### src/verilog/scp_pkg.sv
// constants, types and decode helpers for the scanner command parser
package scp_pkg;

    // ascii command letters and argument characters
    localparam logic [7:0] CH_RESET = 8'h52;
    localparam logic [7:0] CH_SET_TIME = 8'h53;
    localparam logic [7:0] CH_ALARM = 8'h51;
    localparam logic [7:0] CH_TRIGGER = 8'h54;
    localparam logic [7:0] CH_DATE = 8'h56;
    localparam logic [7:0] CH_INTERVAL = 8'h57;
    localparam logic [7:0] CH_DISPLAY = 8'h44;
    localparam logic [7:0] CH_TERM = 8'h59;
    localparam logic [7:0] CH_DIO = 8'h4f;
    localparam logic [7:0] CH_PROGRAM = 8'h50;
    localparam logic [7:0] CH_EXECUTE = 8'h58;
    localparam logic [7:0] CH_DOT = 8'h2e;
    localparam logic [7:0] CH_ZERO = 8'h30;
    localparam logic [7:0] CH_NINE = 8'h39;
    localparam logic [7:0] CH_A = 8'h41;
    localparam logic [7:0] CH_Z = 8'h5a;

    // register byte offsets
    localparam logic [7:0] OFS_CTRL = 8'h00;
    localparam logic [7:0] OFS_FIRST = 8'h04;
    localparam logic [7:0] OFS_LAST = 8'h08;
    localparam logic [7:0] OFS_STAT = 8'h0c;
    localparam logic [7:0] OFS_TIME = 8'h10;
    localparam logic [7:0] OFS_ALARM = 8'h14;
    localparam logic [7:0] OFS_DATE = 8'h18;
    localparam logic [7:0] OFS_INTV = 8'h1c;
    localparam logic [7:0] OFS_CHAN = 8'h20;

    // field positions
    localparam int CTRL_INTL_BIT = 0;
    localparam int STAT_ERR_BIT = 0;

    // reset values
    localparam logic [7:0] FIRST_RST = 8'h01;
    localparam logic [7:0] LAST_RST = 8'h0a;
    localparam logic [2:0] TRIG_RST = 3'h0;
    localparam logic [1:0] PROG_RST = 2'h2;
    localparam logic [3:0] TERM_RST = 4'h0;

    // modes and codes
    localparam logic [1:0] PROG_STEP = 2'h0;
    localparam logic [1:0] PROG_MAX = 2'h2;
    localparam logic [3:0] DISP_CHANNEL = 4'h0;
    localparam logic [3:0] SHOW_INTERVAL_DISPLAY_CODE = 4'h1;
    localparam logic [3:0] SHOW_TIME_DISPLAY_CODE = 4'h2;
    localparam logic [1:0] STIM_TALK = 2'h0;
    localparam logic [1:0] STIM_GET = 2'h1;
    localparam logic [1:0] STIM_EXEC = 2'h2;
    localparam logic [1:0] STIM_EXT = 2'h3;
    localparam logic [3:0] TRIG_MAX = 4'h7;

    // command buffer
    localparam int BUF_DEPTH = 32;
    localparam int BUF_AW = 5;

    typedef enum logic [3:0] {
        ST_IDLE = 4'b0001,
        ST_FETCH = 4'b0010,
        ST_APPLY = 4'b0100,
        ST_DONE = 4'b1000
    } scp_state_t;

    function automatic logic scp_is_digit(input logic [7:0] c);
        return (c >= CH_ZERO) && (c <= CH_NINE);
    endfunction

    function automatic logic scp_is_letter(input logic [7:0] c);
        return (c >= CH_A) && (c <= CH_Z);
    endfunction

endpackage

### src/verilog/scp_sync2.sv
// two-flop synchroniser for a pin input
`timescale 1ns/10ps
module scp_sync2 import scp_pkg::*; (
    input wire logic clk_sys,
    input wire logic arst_n,
    input wire logic pin_in,
    output logic pin_sync
);
    logic stage1;

    always_ff @(posedge clk_sys or negedge arst_n) begin
        if (!arst_n) begin
            stage1 <= 1'b0;
            pin_sync <= 1'b0;
        end else begin
            stage1 <= pin_in;
            pin_sync <= stage1;
        end
    end
endmodule

### src/verilog/scp_arg_collect.sv
// gathers the digits of one command argument
`timescale 1ns/10ps
module scp_arg_collect import scp_pkg::*; (
    input wire logic clk_sys,
    input wire logic arst_n,
    input wire logic clr,
    input wire logic feed,
    input wire logic [7:0] ch,
    output logic [23:0] int_dig,
    output logic [11:0] frac_dig,
    output logic [2:0] dig_cnt
);
    logic seen_dot;
    logic [1:0] frac_cnt;

    // integer digits shift in from the right, colons are skipped
    always_ff @(posedge clk_sys or negedge arst_n) begin
        if (!arst_n) begin
            int_dig <= 24'h0;
            frac_dig <= 12'h0;
            dig_cnt <= 3'h0;
            seen_dot <= 1'b0;
            frac_cnt <= 2'h0;
        end else if (clr) begin
            int_dig <= 24'h0;
            frac_dig <= 12'h0;
            dig_cnt <= 3'h0;
            seen_dot <= 1'b0;
            frac_cnt <= 2'h0;
        end else if (feed) begin
            if (ch == CH_DOT) begin
                seen_dot <= 1'b1;
            end else if (scp_is_digit(ch)) begin
                if (dig_cnt != 3'h7) begin
                    dig_cnt <= dig_cnt + 3'h1;
                end
                if (!seen_dot) begin
                    int_dig <= {int_dig[19:0], ch[3:0]};
                end else begin
                    case (frac_cnt)
                        2'h0: frac_dig[11:8] <= ch[3:0];
                        2'h1: frac_dig[7:4] <= ch[3:0];
                        2'h2: frac_dig[3:0] <= ch[3:0];
                        default: ;
                    endcase
                    if (frac_cnt != 2'h3) begin
                        frac_cnt <= frac_cnt + 2'h1;
                    end
                end
            end
        end
    end
endmodule

### src/verilog/scp_parser.sv
// scanner command parser and executor
`timescale 1ns/10ps
module scp_parser import scp_pkg::*; (
    input wire logic clk_sys,
    input wire logic arst_n,
    input wire logic [7:0] rx_data,
    input wire logic rx_valid,
    output logic rx_ready,
    input wire logic talk_addr,
    input wire logic get_msg,
    input wire logic dev_clear,
    input wire logic ext_trig,
    input wire logic [7:0] addr,
    input wire logic [31:0] wdata,
    input wire logic wr_en,
    input wire logic rd_en,
    output logic [31:0] rdata,
    output logic illegal_option_error,
    output logic [3:0] disp_code,
    output logic [23:0] disp_value,
    output logic [7:0] cur_channel,
    output logic relay_closed,
    output logic scan_running,
    output logic [7:0] dio_out,
    output logic [3:0] term_code
);
    // ==========================================
    // state
    scp_state_t state;
    logic [7:0] cmd_buf [0:BUF_DEPTH-1];
    logic [BUF_AW:0] wr_cnt;
    logic [BUF_AW:0] rd_ptr;
    logic [7:0] cmd;
    logic cmd_pend;
    logic [7:0] next_cmd;
    logic next_pend;
    logic [7:0] cur_ch;
    logic ctrl_intl;
    logic [7:0] first_ch;
    logic [7:0] last_ch;
    logic [23:0] time_bcd;
    logic [23:0] alarm_bcd;
    logic [7:0] date_month;
    logic [7:0] date_day;
    logic [11:0] intv_int;
    logic [11:0] intv_frac;
    logic [2:0] trig_mode;
    logic [1:0] prog_mode;
    logic [23:0] int_dig;
    logic [11:0] frac_dig;
    logic [2:0] dig_cnt;
    logic ext_sync;
    logic ext_prev;

    // ==========================================
    // decode
    logic at_end;
    logic is_ltr;
    logic arg_clr;
    logic arg_feed;
    logic applying;
    logic apply_err;
    logic stim;
    logic stat_clr;

    assign cur_ch = cmd_buf[rd_ptr[BUF_AW-1:0]];
    assign at_end = (rd_ptr == wr_cnt);
    assign is_ltr = scp_is_letter(cur_ch);
    assign applying = (state == ST_APPLY);
    assign arg_clr = applying || (state == ST_FETCH && !at_end && is_ltr && !cmd_pend);
    assign arg_feed = (state == ST_FETCH) && !at_end && !is_ltr && cmd_pend;
    assign stat_clr = wr_en && (addr == OFS_STAT) && wdata[STAT_ERR_BIT];

    always_comb begin
        apply_err = 1'b0;
        if (applying) begin
            case (cmd)
                CH_TRIGGER: apply_err = (dig_cnt != 3'h1) || (int_dig[3:0] > TRIG_MAX);
                CH_DATE: apply_err = (dig_cnt <= 3'h2);
                CH_PROGRAM: apply_err = (dig_cnt != 3'h1) || (int_dig[3:0] > {2'h0, PROG_MAX});
                default: apply_err = 1'b0;
            endcase
        end
    end

    // stimulus chosen by the pair bits of the trigger mode
    always_comb begin
        case (trig_mode[2:1])
            STIM_TALK: stim = talk_addr;
            STIM_GET: stim = get_msg;
            STIM_EXEC: stim = (state == ST_DONE);
            STIM_EXT: stim = ext_sync && !ext_prev;
            default: stim = 1'b0;
        endcase
    end

    scp_sync2 u_ext_sync (
        .clk_sys(clk_sys),
        .arst_n(arst_n),
        .pin_in(ext_trig),
        .pin_sync(ext_sync)
    );

    scp_arg_collect u_arg (
        .clk_sys(clk_sys),
        .arst_n(arst_n),
        .clr(arg_clr),
        .feed(arg_feed),
        .ch(cur_ch),
        .int_dig(int_dig),
        .frac_dig(frac_dig),
        .dig_cnt(dig_cnt)
    );

    // ==========================================
    // receive buffer and command walk
    always_ff @(posedge clk_sys) begin
        if (state == ST_IDLE && rx_valid && rx_data != CH_EXECUTE && !wr_cnt[BUF_AW]) begin
            cmd_buf[wr_cnt[BUF_AW-1:0]] <= rx_data;
        end
    end

    always_ff @(posedge clk_sys or negedge arst_n) begin
        if (!arst_n) begin
            state <= ST_IDLE;
            wr_cnt <= '0;
            rd_ptr <= '0;
            cmd <= 8'h0;
            cmd_pend <= 1'b0;
            next_cmd <= 8'h0;
            next_pend <= 1'b0;
            rx_ready <= 1'b1;
            ext_prev <= 1'b0;
        end else begin
            ext_prev <= ext_sync;
            case (state)
                ST_IDLE: begin
                    if (rx_valid && rx_data == CH_EXECUTE) begin
                        state <= ST_FETCH;
                        rd_ptr <= '0;
                        rx_ready <= 1'b0;
                    end else if (rx_valid && !wr_cnt[BUF_AW]) begin
                        wr_cnt <= wr_cnt + (BUF_AW + 1)'(1);
                    end
                end
                ST_FETCH: begin
                    if (at_end) begin
                        state <= cmd_pend ? ST_APPLY : ST_DONE;
                    end else begin
                        rd_ptr <= rd_ptr + (BUF_AW + 1)'(1);
                        if (is_ltr && cmd_pend) begin
                            next_cmd <= cur_ch;
                            next_pend <= 1'b1;
                            state <= ST_APPLY;
                        end else if (is_ltr) begin
                            cmd <= cur_ch;
                            cmd_pend <= 1'b1;
                        end
                    end
                end
                ST_APPLY: begin
                    cmd <= next_cmd;
                    cmd_pend <= next_pend;
                    next_pend <= 1'b0;
                    state <= next_pend ? ST_FETCH : ST_DONE;
                end
                ST_DONE: begin
                    state <= ST_IDLE;
                    wr_cnt <= '0;
                    cmd_pend <= 1'b0;
                    rx_ready <= 1'b1;
                end
                default: state <= ST_IDLE;
            endcase
        end
    end

    // ==========================================
    // settings loaded by commands
    always_ff @(posedge clk_sys or negedge arst_n) begin
        if (!arst_n) begin
            time_bcd <= 24'h0;
            alarm_bcd <= 24'h0;
            date_month <= 8'h0;
            date_day <= 8'h0;
            intv_int <= 12'h0;
            intv_frac <= 12'h0;
            trig_mode <= TRIG_RST;
            prog_mode <= PROG_RST;
            disp_code <= DISP_CHANNEL;
            term_code <= TERM_RST;
        end else if (applying && !apply_err) begin
            case (cmd)
                CH_SET_TIME: time_bcd <= int_dig;
                CH_ALARM: alarm_bcd <= int_dig;
                CH_TRIGGER: trig_mode <= int_dig[2:0];
                CH_PROGRAM: prog_mode <= int_dig[1:0];
                CH_DISPLAY: disp_code <= int_dig[3:0];
                CH_TERM: term_code <= int_dig[3:0];
                CH_INTERVAL: begin
                    intv_int <= int_dig[11:0];
                    intv_frac <= frac_dig;
                end
                CH_DATE: begin
                    if (ctrl_intl) begin
                        date_day <= int_dig[15:8];
                        date_month <= int_dig[7:0];
                    end else begin
                        date_month <= int_dig[15:8];
                        date_day <= int_dig[7:0];
                    end
                end
                default: ;
            endcase
        end
    end

    // digital outputs, octal argument
    always_ff @(posedge clk_sys or negedge arst_n) begin
        if (!arst_n) begin
            dio_out <= 8'h0;
        end else if (dev_clear) begin
            dio_out <= 8'h0;
        end else if (applying && cmd == CH_DIO) begin
            dio_out <= {int_dig[9:8], int_dig[6:4], int_dig[2:0]};
        end
    end

    always_ff @(posedge clk_sys or negedge arst_n) begin
        if (!arst_n) begin
            illegal_option_error <= 1'b0;
        end else if (apply_err) begin
            illegal_option_error <= 1'b1;
        end else if (stat_clr) begin
            illegal_option_error <= 1'b0;
        end
    end

    // ==========================================
    // channel position and run state
    always_ff @(posedge clk_sys or negedge arst_n) begin
        if (!arst_n) begin
            cur_channel <= FIRST_RST;
            relay_closed <= 1'b0;
            scan_running <= 1'b0;
        end else if (applying && cmd == CH_RESET) begin
            cur_channel <= first_ch;
            relay_closed <= 1'b0;
        end else if (stim) begin
            if (prog_mode == PROG_STEP) begin
                relay_closed <= 1'b1;
                cur_channel <= (cur_channel == last_ch) ? first_ch : cur_channel + 8'h1;
            end else if (!trig_mode[0]) begin
                scan_running <= 1'b1;
                relay_closed <= 1'b1;
            end else begin
                scan_running <= 1'b0;
            end
        end
    end

    // six-digit interval regardless of entry length
    always_ff @(posedge clk_sys or negedge arst_n) begin
        if (!arst_n) begin
            disp_value <= 24'h0;
        end else begin
            case (disp_code)
                SHOW_INTERVAL_DISPLAY_CODE: disp_value <= {intv_int, intv_frac};
                SHOW_TIME_DISPLAY_CODE: disp_value <= time_bcd;
                default: disp_value <= {16'h0, cur_channel};
            endcase
        end
    end

    // ==========================================
    // register port
    always_ff @(posedge clk_sys or negedge arst_n) begin
        if (!arst_n) begin
            ctrl_intl <= 1'b0;
            first_ch <= FIRST_RST;
            last_ch <= LAST_RST;
        end else if (wr_en) begin
            case (addr)
                OFS_CTRL: ctrl_intl <= wdata[CTRL_INTL_BIT];
                OFS_FIRST: first_ch <= wdata[7:0];
                OFS_LAST: last_ch <= wdata[7:0];
                default: ;
            endcase
        end
    end

    always_ff @(posedge clk_sys or negedge arst_n) begin
        if (!arst_n) begin
            rdata <= 32'h0;
        end else if (rd_en) begin
            case (addr)
                OFS_CTRL: rdata <= {31'h0, ctrl_intl};
                OFS_FIRST: rdata <= {24'h0, first_ch};
                OFS_LAST: rdata <= {24'h0, last_ch};
                OFS_STAT: rdata <= {23'h0, !rx_ready, scan_running, prog_mode,
                                    trig_mode, relay_closed, illegal_option_error};
                OFS_TIME: rdata <= {8'h0, time_bcd};
                OFS_ALARM: rdata <= {8'h0, alarm_bcd};
                OFS_DATE: rdata <= {16'h0, date_month, date_day};
                OFS_INTV: rdata <= {8'h0, intv_int, intv_frac};
                OFS_CHAN: rdata <= {8'h0, term_code, disp_code[3:0], dio_out, cur_channel};
                default: rdata <= 32'h0;
            endcase
        end else begin
            rdata <= 32'h0;
        end
    end
endmodule

### config.mk
export PLATFORM = sky130hd
export DESIGN_NAME = scp_parser
export DESIGN_NICKNAME = d
export VERILOG_FILES = /design/src/verilog/scp_pkg.sv /design/src/verilog/scp_sync2.sv /design/src/verilog/scp_arg_collect.sv /design/src/verilog/scp_parser.sv
export SDC_FILE = /design/constraint.sdc
export NUM_CORES = 1
export LEC_CHECK = 0
export BUFFER_PORTS_ARGS = -buffer_cell sky130_fd_sc_hd__buf_2
export CORE_MARGIN = 5
export CORE_UTILIZATION = 40
export DETAILED_ROUTE_END_ITERATION = 10
export GPL_TIMING_DRIVEN = 1
export HOLD_SLACK_MARGIN = 0.05
export SLEW_MARGIN = 20
export SYNTH_ARGS = -nofsm -noshare
export SYNTH_HDL_FRONTEND = slang
export SYNTH_SLANG_ARGS = --single-unit
### constraint.sdc
create_clock -name clk_sys -period 4.2 [get_ports clk_sys]
set_clock_uncertainty 0.2 [all_clocks]
set_input_delay 0.21 -clock clk_sys [delete_from_list [all_inputs] [get_ports clk_sys]]
set_output_delay 0.21 -clock clk_sys [all_outputs]
set_load 0.005 [all_outputs]
# Word-level counts from Yosys, hierarchy flattened
# Memory sizes are Yosys's and may differ from the RTL's.
# Index checks and enable logic that the tools add are counted.
[op_classes]
add_sub_neg = 5
order_cmp = 7
n_eq_ne = 48
mux = 75
n_bitwise = 3
reduce_logical = 79
[op_table]
columns = ["cell", "count"]
rows = [
  ["24-bit case mux with 9 select lines", 1],
  ["24-bit 2-to-1 mux", 5],
  ["8-bit by 7-bit equality test with 1-bit output (second input constant)", 11],
  ["8-bit 2-to-1 mux", 11],
  ["12-bit 2-to-1 mux", 5],
  ["24-bit case mux with 2 select lines", 1],
  ["8-bit by 5-bit equality test with 1-bit output (second input constant)", 4],
  ["32-bit 2-to-1 mux", 1],
  ["4-bit 2-to-1 mux", 8],
  ["2-bit AND reduction", 16],
  ["2-bit nonzero test", 16],
  ["6-bit 2-to-1 mux", 4],
  ["6-bit case mux with 2 select lines", 2],
  ["5-bit AND reduction", 4],
  ["1-bit logical AND", 19],
  ["1-bit 2-to-1 mux", 19],
  ["8-bit by 4-bit equality test with 1-bit output (second input constant)", 2],
  ["8-bit by 6-bit equality test with 1-bit output (second input constant)", 2],
  ["8-bit case mux with 2 select lines", 1],
  ["4-bit AND reduction", 4],
  ["3-bit 2-to-1 mux", 5],
  ["3-bit AND reduction", 5],
  ["2-bit inequality test (second input constant)", 7],
  ["6-bit by 1-bit adder with 6-bit output (second input constant)", 2],
  ["other kinds (35)", 62],
]
[totals]
reg_bits = 273
ram_bits = 256
inputBits = 57
output_inout_bits = 84
word_cells = 256
memories = 1
[mem_list]
columns = ["name", "words", "word_bits", "rd", "rd_ports_with_merged_regs", "wr", "line_no", "source"]
rows = [
  ["cmd_buf", 32, 8, 1, 0, 1, "scp_parser.sv:30", "logic [7:0] cmd_buf [0:BUF_DEPTH-1];"],
]

# Depth between registers and ports, before layout
# Gate-level depths: netlist of the first run.
[depth]
word_depth = 8
mapped_depth = 13

# Modules after synthesis
# A second synthesis of the first run with hierarchy kept.
[unflattened]
hier_cells = 1489
hier_area_um2 = 21969.8
[by_module_without_submodules]
columns = ["mod", "instances", "cells_per_inst", "area_each_um2", "seq_area_each_um2"]
rows = [
  ["scp_parser", 1, 1314, 19931.6, 13226.4],
  ["scp_arg_collect", 1, 173, 1988.2, 1051.0],
  ["scp_sync2", 1, 2, 50.0, 50.0],
]

# Least setup slack after synthesis of the first run
# No wires, ideal clock.
[synth_path]
path_kind = "register to register"
from = "register rd_ptr[0]"
to = "register next_cmd[0]"
arrival_time_ps = 3066
t_required_ps = 3875
path_slack_ps = 809
path_stages_with_launch = 12
period_less_slack_ps = 3391
cell_sequence = "dfrtp_1 buf_4 buf_6 buf_4 mux4_2 mux2_2 a221oi_1 o211ai_1 a41oi_1 o211ai_1 nor2_2 mux2_2"
[synth_between]
elab_chain_cells = 5
word_cells_on_any_way = 8
classes_between = "2 x order compare; 1 x eq/ne; 1 x bitwise; 3 x reduce/logical; 1 x memory"
[synth_lines]
columns = ["element", "line_no", "source"]
rows = [
  ["from (decl)", "scp_parser.sv:32", "logic [BUF_AW:0] rd_ptr;"],
  ["from (signal assigned)", "scp_parser.sv:150", "rd_ptr <= rd_ptr + (BUF_AW + 1)'(1);"],
  ["memory read 32 x 8 bit", "-", ""],
  ["8-bit by 7-bit >= comparator with 1-bit output / 8-bit by 7-bit <= comparator with 1-bit output (equally long branches)", "scp_pkg.sv:72", "return (c >= CH_A) && (c <= CH_Z);"],
  ["1-bit logical AND", "scp_pkg.sv:72", ""],
  ["1-bit logical AND", "scp_parser.sv:151", "if (is_ltr && cmd_pend) begin"],
  ["3-bit AND reduction (no line)", "-", ""],
  ["to (signal assigned)", "scp_parser.sv:152", "next_cmd <= cur_ch;"],
  ["to (decl)", "scp_parser.sv:35", "logic [7:0] next_cmd;"],
]
# Parallel ways exist; a longest one is shown, timed or not.
# A chain may end at the register's enable or synchronous reset.

# Final worst setup path of the first run
[layout_path]
from = "register rd_ptr[0]"
to = "register u_arg.int_dig[20]"
[layout_between]
elab_chain_cells = 8
word_cells_on_any_way = 23
classes_between = "4 x order compare; 4 x eq/ne; 1 x mux; 13 x reduce/logical; 1 x memory"
[layout_lines]
columns = ["element", "line_no", "source"]
rows = [
  ["memory read 32 x 8 bit / 6-bit equality test (equally long branches)", "-", ""],
  ["8-bit by 7-bit >= comparator with 1-bit output (tied with other cells)", "scp_pkg.sv:72", ""],
  ["1-bit logical AND (on tied branches)", "scp_pkg.sv:72, scp_parser.sv:70, scp_parser.sv:71", ""],
  ["1-bit logical AND / 1-bit zero test (equally long branches)", "scp_parser.sv:70, scp_parser.sv:71", ""],
  ["1-bit logical AND (on tied branches)", "scp_parser.sv:70, scp_parser.sv:71", ""],
  ["1-bit logical OR / 1-bit logical AND (equally long branches)", "scp_parser.sv:70, scp_parser.sv:71", ""],
  ["2-bit inequality test (no line) / 2-bit nonzero test (equally long branches)", "-", ""],
  ["4-bit AND reduction (no line)", "-", ""],
  ["to (signal assigned)", "scp_arg_collect.sv:38", "int_dig <= {int_dig[19:0], ch[3:0]};"],
  ["to (decl)", "scp_arg_collect.sv:9", "output logic [23:0] int_dig,"],
]
# Parallel ways exist; a longest one is shown, timed or not.

==> run_results.csv, run 1 <==
group,metric,value,unit
synthesis,synth_edf_count,256,
clock_network,cts_sinks,521,
critical_path,endpoint_kind,"register",
clock_network,cts.clk_slew.worst_paths,0.06,ns
routing,ant_nets,0,
run,drv_cap,0,
synthesis,netlist_area,21700,um2
synthesis,async_flop_share,50.9,%
sta,finalSetupViolations,0,
critical_path,path_class,"reg -> reg",
clock_network,clock_latency,0.61,ns
run_status,status,"finished, final reports clean",
routing,wl,55100,um
power,powerDensity,464,nW/um2
final_layout,nNetsFinal,1728,
synthesis,yosysUniqueCellTypes,72,
sta,slew_viol_final,0,
sta,max_freq,253,MHz
floorplan,die-area,59000,um2
global_routing,grt_pass1_wl,85100,um
placement,hpwl,35600,um
sta,maxSlewHeadroom,26.9,%
routing,vias_per_cell,5.57,
sta,post-route-period-util,94.0,%
routing,drt-pass1-iter-count,6,
final_layout,antenna_cells,0,
floorplan,ioPinCount,141,
synthesis,yosys_warnings,0,
global_routing,grt_max_degree,116,
critical_path,worstSetupStartpointType,"register",
clock_network,cts_inserted_buffers,54,
hold_path,hp-class,"in -> async",
synthesis,avgSynthCellArea,14.7,um2
sta,rsz0062_at_grt,"no",
placement,place.gp.congestion,0.854,
sta,setup-tns-final,0,ns
synthesis,ys_seq_area_share,66.0,%
final_layout,utilization,47.1,%
final_layout,drive_gt1_share,26.4,%
sta,fin_crit,3.95,ns
sta,tightest_slew,1.10,ns
placement,io_buffers,108,
synthesis,ys_ff_latch,521,
power,leakage,10.5,nW
clock_network,htree_levels,2,
final_layout,final.fill_count,4663,
routing,vias,13400,
sta,worst_hold_slack,0.0830,ns
power,irDropWorstVdd,0.000383,V
synthesis,ys.flop_type,"dfrtp_1",
global_routing,grt_use_total,18.4,%
critical_path,cp_max_fo,24,
routing,drtIter0Drc,1259,
global_routing,antenna_found_initial,0,
routing,drc,0,
clock_network,cts_tree,"done",
clock_network,root_buffer,"clkbuf_16",
global_routing,grt_overflow,0,
sta,hold_viol_final,0,
floorplan,core,53800,um2
floorplan,rows,85,
routing,routedWlPerCell,23.0,um
clock_network,cts_buffer_depth,3,
clock_network,postCtsSetupRepairBufs,0,
global_routing,grt_pass1_vias,13600,
critical_path,arrival,4.23,ns
floorplan,die_w,243,um
floorplan,die_y,243,um
floorplan,initial_core_util,40.3,%
final_layout,syn2layout_area_growth,16.8,%
synthesis,netlist_instances,1476,
critical_path,cp.required,4.48,ns
==> cell type report <==
cell class,count,area [um2],share of cell area (%)
inverter,17,63.8,0.252
timing repair buffer,206,1410,5.55
clock buffer,74,1510,5.95
multi-input combinational,857,6940,27.4
tap,696,871,3.43
clock inverter,28,233,0.918
sequential,521,14300,56.5
==> cell families after synthesis <==
logic type	synth area share (%)
flip-flops	66.0
AND/OR/NAND/NOR	6.58
multiplexers	15.1
AO/OA/AOI/OAI	8.34
buffers and inverters	2.29
XOR/XNOR	0.888
adder cells (fa/ha/maj)	0.807
other	0.0173
==> worst paths after layout <==
kind	start	to	slack, ns	cells after the start
hold / removal	arst_n	first_ch[6]$_DFFE_PN0P_	0.08	2
setup reg to reg	rd_ptr[0]$_DFFE_PN0P_	u_arg.int_dig[20]$_DFFE_PN0P_	0.25	8
hold reg to reg	u_ext_sync.stage1$_DFF_PN0_	u_ext_sync.pin_sync$_DFF_PN0_	0.15	0
setup / recovery	rd_ptr[0]$_DFFE_PN0P_	u_arg.int_dig[20]$_DFFE_PN0P_	0.25	8
max in group asynchronous	arst_n	time_bcd[4]$_DFFE_PN0P_	2.74	3
min in group clk_sys	ext_trig	u_ext_sync.stage1$_DFF_PN0_	0.09	2
==> sequential cells by signal (all words and copies together), names as in the netlist, 12 cells and up <==
| name | cells |
|---|---|
| time_bcd | 24 |
| alarm_bcd | 24 |
| disp_value | 24 |
| cmd_buf | 256 |
| u_arg.frac_dig | 12 |
| intv_int | 12 |
| intv_frac | 12 |
| u_arg.int_dig | 24 |
| rdata | 24 |
==> critical path, cell delays in order (launching register included) <==
cell	delay (ns)
dfrtp_4	0.72
mux4_2	0.58
mux2_2	0.32
a221o_1	0.40
a2111oi_4	0.52
o2111ai_4	0.27
nor2_8	0.44
mux2i_1	0.28
nor2_1	0.06
==> repair_timing <==
item | CTS | global route
hold buffers | 28 | 0
endpoints found under the hold margin | 419 | 0
gates resized for setup | 0 | 0
==> per-layer routing <==
layer  global-route usage (%)  vias to the layer above  wire [um]
met4                     5.51                        0       1510
met1                     25.2                     6847      23600
met5                        0                        -          0
met2                     30.6                      436      27100
met3                     2.72                      104       2870
li1                         -                     5977          -
==> through the flow <==
stage	power (W)	setup slack, ns	cells	instance area [um2]
final	0.0118	0.251	2399	25400
after detailed placement	0.00714	0.263	2269	23300
after CTS	0.0119	0.220	2399	25400
after global placement	0.00711	0.300	2269	23300
after global routing	0.0122	0.0170	2399	25400
after floorplan	0.00655	0.809	1483	21700
==> Yosys cell counts (5+ instances only) <==
master	instances	area (um2)
dfrtp_1	258	6460
edfxtp_1	256	7690
nor2_1	142	533
mux2_2	111	1250
mux2i_1	96	961
nand2_1	73	274
a21oi_1	59	295
clkbuf_1	56	210
mux4_2	47	1060
o21ai_0	41	205
a222oi_1	31	310
a22oi_1	27	203
a22o_1	22	193
xor2_1	18	158
buf_4	17	128
nand3_1	17	85.1
inv_1	16	60.1
ha_1	14	175
o221ai_1	13	114
a31oi_1	12	75.1
and2_1	11	68.8
buf_2	9	45.0
nor2b_1	8	50.1
dfstp_2	7	184
nand4_1	7	43.8
nor3_1	7	35.0
or2_2	7	43.8
nand3b_1	6	45.0
nor4_1	6	37.5
o31ai_1	6	45.0
a221o_1	5	50.1
nand2b_1	5	31.3
==> placed cells by master, fill, tap and decap left out, types with 17 or more instances in the layout <==
| master | netlist | layout |
|---|---|---|
| nand3_1 | 17 | 17 |
| buf_2 | 9 | 107 |
| buf_4 | 17 | 66 |
| mux2_2 | 111 | 111 |
| nor2_1 | 142 | 139 |
| edfxtp_1 | 256 | 256 |
| mux4_2 | 47 | 47 |
| clkbuf_16 | 0 | 55 |
| a21oi_1 | 59 | 59 |
| a222oi_1 | 31 | 31 |
| xor2_1 | 18 | 18 |
| dlygate4sd3_1 | 0 | 28 |
| a22oi_1 | 27 | 27 |
| o21ai_0 | 41 | 41 |
| dfrtp_1 | 258 | 256 |
| mux2i_1 | 96 | 96 |
| nand2_1 | 73 | 73 |
| a22o_1 | 22 | 22 |
==> power breakdown <==
part           total, W  switching [W]  leakage (nW)  internal [W]
logic           0.00119       0.000716          3.71      0.000471
registers       0.00587       0.000254          5.90       0.00562
clock network   0.00472        0.00201         0.859       0.00270
total            0.0118        0.00298          10.5       0.00879
Power figures use the tool's default switching activity.
==> run 2: changes to the inputs <==
--- a/config.mk
+++ b/config.mk
@@ -7,10 +7,11 @@
 export LEC_CHECK = 0
 export BUFFER_PORTS_ARGS = -buffer_cell sky130_fd_sc_hd__buf_2
 export CORE_MARGIN = 5
-export CORE_UTILIZATION = 40
+export CORE_UTILIZATION = 60
 export DETAILED_ROUTE_END_ITERATION = 10
 export GPL_TIMING_DRIVEN = 1
 export HOLD_SLACK_MARGIN = 0.05
+export PLACE_DENSITY = 0.79
 export SLEW_MARGIN = 20
 export SYNTH_ARGS = -nofsm -noshare
 export SYNTH_HDL_FRONTEND = slang
==> run 2 against run 1 <==
  * Global-route usage increased by 7.3 points
  * First-iteration DRC count increased by 6.4%
  * The run now ends with DRC left
  * Critical path depth increased by 1
  * Critical path type unchanged
  * Sequential cell count unchanged
  * Wire length decreased by 7.0%
  * Die area decreased by 32%
  * Power decreased by 1.7%
  * Non-clock buffer count increased by 5
  * Setup slack improved by 0.092 ns
  * Final cell count decreased by 10%
  * Highest routed layer unchanged
==> run_results.csv, run 2 (synthesized netlist as in run 1, its figures left out) <==
group,metric,value,unit
run_status,status,"finished, violations left",
run_status,failed_checks,"DRC",
clock_network,cts_tree,"done",
placement,hpwl,33100,um
critical_path,crit_buf_inv,1,
power,powerDensity,462,nW/um2
critical_path,crit_chain,"buf_4, mux4_2, mux2_2, a221o_1, a2111oi_4, o2111ai_4, nor2_8, mux2i_1, nor2_1",
final_layout,drive_gt1_share,26.5,%
final_layout,final_cell_area,25100,um2
critical_path,critPathSlowestCell,"dfrtp_4",
floorplan,rows,69,
global_routing,grt_max_degree,139,
critical_path,critPathTopFamily,"multiplexers",
final_layout,nNetsFinal,1730,
final_layout,syn2layout_area_growth,15.4,%
placement,postPlaceCellArea,23000,um2
sta,hold_viol_final,0,
floorplan,die-area,40100,um2
clock_network,clock_latency,0.60,ns
final_layout,antenna_cells,0,
sta,setup-tns-final,0,ns
routing,vias,13700,
clock_network,cts_inserted_buffers,51,
final_layout,largest_register_ffs,256,
routing,drt-pass1-iter-count,11,
power,leakage,10.5,nW
critical_path,path_class,"reg -> reg",
routing,drtIter0Drc,1339,
sta,tightest_slew,1.00,ns
critical_path,worstRegToRegCells,9,
clock_network,postCtsResizedCells,0,
clock_network,htree_levels,2,
final_layout,multi_input_area,6940,um2
floorplan,die_y,200,um
critical_path,regToRegSetupSlack,0.34,ns
floorplan,ioPinCount,141,
sta,slew_viol_final,0,
final_layout,seqCellArea,14300,um2
clock_network,cts.clk_slew.worst_paths,0.06,ns
clock_network,cts_buffer_depth,3,
sta,finalSetupViolations,0,
critical_path,cp.required,4.46,ns
routing,wl,51200,um
critical_path,reg2reg_from,"rd_ptr[0]$_DFFE_PN0P_",
critical_path,slowest_delay,0.58,ns
final_layout,final.fill_count,2304,
critical_path,r2r_end,"u_arg.int_dig[17]$_DFFE_PN0P_",
floorplan,initial_core_util,60.9,%
global_routing,grt_use_total,25.6,%
hold_path,hp-class,"in -> reg",
floorplan,core,35700,um2
sta,max_freq,259,MHz
critical_path,worstSetupStartpointType,"register",
placement,io_buffers,108,
critical_path,cp.depth,9,
routing,ant_nets,0,
clock_network,cts_sinks,521,
critical_path,crit_path_end,"u_arg.int_dig[17]$_DFFE_PN0P_",
routing,routedWlPerCell,23.7,um
global_routing,grt_pass1_wl,80800,um
floorplan,die_w,200,um
critical_path,endpoint_kind,"register",
routing,drc,4,
final_layout,utilization,70.3,%
routing,vias_per_cell,6.34,
sta,layout_setup_ws,0.344,ns
sta,fin_crit,3.86,ns
critical_path,cp_max_fo,24,
sta,maxSlewHeadroom,32.6,%
global_routing,antenna_found_initial,0,
critical_path,arrival,4.12,ns
global_routing,grt_overflow,0,
run,drv_cap,0,
final_layout,fin_cells,2160,
sta,rsz0062_at_grt,"no",
critical_path,crit_start,"rd_ptr[0]$_DFFE_PN0P_",
sta,post-route-period-util,91.8,%
final_layout,layout_common_cells,"dfrtp_1 (256), edfxtp_1 (256), nor2_1 (140)",
power,irDropWorstVdd,0.000429,V
clock_network,root_buffer,"clkbuf_16",
placement,dp_cells,2035,
placement,place.gp.congestion,0.916,
placement,pre_cts_slack,0.398,ns
hold_path,worst_hold_path.num_cells,5,
global_routing,grt_pass1_vias,14100,
run 2: worst reg2reg max path, cell delays in order, from the launching register on:
cell	delay, ns
dfrtp_4	0.58
buf_4	0.26
mux4_2	0.55
mux2_2	0.33
a221o_1	0.37
a2111oi_4	0.43
o2111ai_4	0.26
nor2_8	0.42
mux2i_1	0.29
nor2_1	0.07
run 2: worst min path at each step:
stage / from / to / slack, ns
after CTS: addr[2] / rdata[0]$_DFF_PN0_ / 0.05
after floorplan: arst_n / alarm_bcd[0]$_DFFE_PN0P_ / -0.29
after detailed placement: ext_trig / u_ext_sync.stage1$_DFF_PN0_ / 0.12
after global routing: addr[2] / rdata[0]$_DFF_PN0_ / 0.14
after global placement: ext_trig / u_ext_sync.stage1$_DFF_PN0_ / 0.12
final: addr[2] / rdata[0]$_DFF_PN0_ / 0.12
run 2: cell type report:
class | instances | share of cell area (%)
Sequential cell | 521 | 57.2
Multi-Input combinational cell | 857 | 27.7
Timing Repair Buffer | 211 | 5.87
Clock buffer | 73 | 5.82
Tap cell | 461 | 2.30
Clock inverter | 20 | 0.869
Inverter | 17 | 0.255
run 2: timing repair:
| action | in CTS | in global routing |
|---|---|---|
| hold buffers | 30 | 1 |
| endpoints found under the hold margin | 436 | 51 |
| setup buffers | 0 | 0 |
run 2: per-stage QoR:
stage          power (W)  hold slack [ns]
4_1_cts           0.0116           0.0541
3_3_place_gp     0.00704            0.119
5_1_grt           0.0120            0.145
3_5_place_dp     0.00709            0.125
6_report          0.0116            0.123
2_1_floorplan    0.00655           -0.286
run 2: per-layer routing:
layer | wire (um) | vias to the layer above | global-route usage (%)
met5 | 0 | - | 0
met4 | 2070 | 0 | 9.52
met3 | 4210 | 161 | 6.11
met2 | 25300 | 643 | 42.4
met1 | 19700 | 6919 | 33.6
li1 | - | 5970 | -
run 2: power by group:
part           switching, W  internal (W)  total [W]
sequential         0.000250       0.00562    0.00587
combinational      0.000692      0.000473    0.00117
clock               0.00188       0.00266    0.00454
total               0.00282       0.00875     0.0116
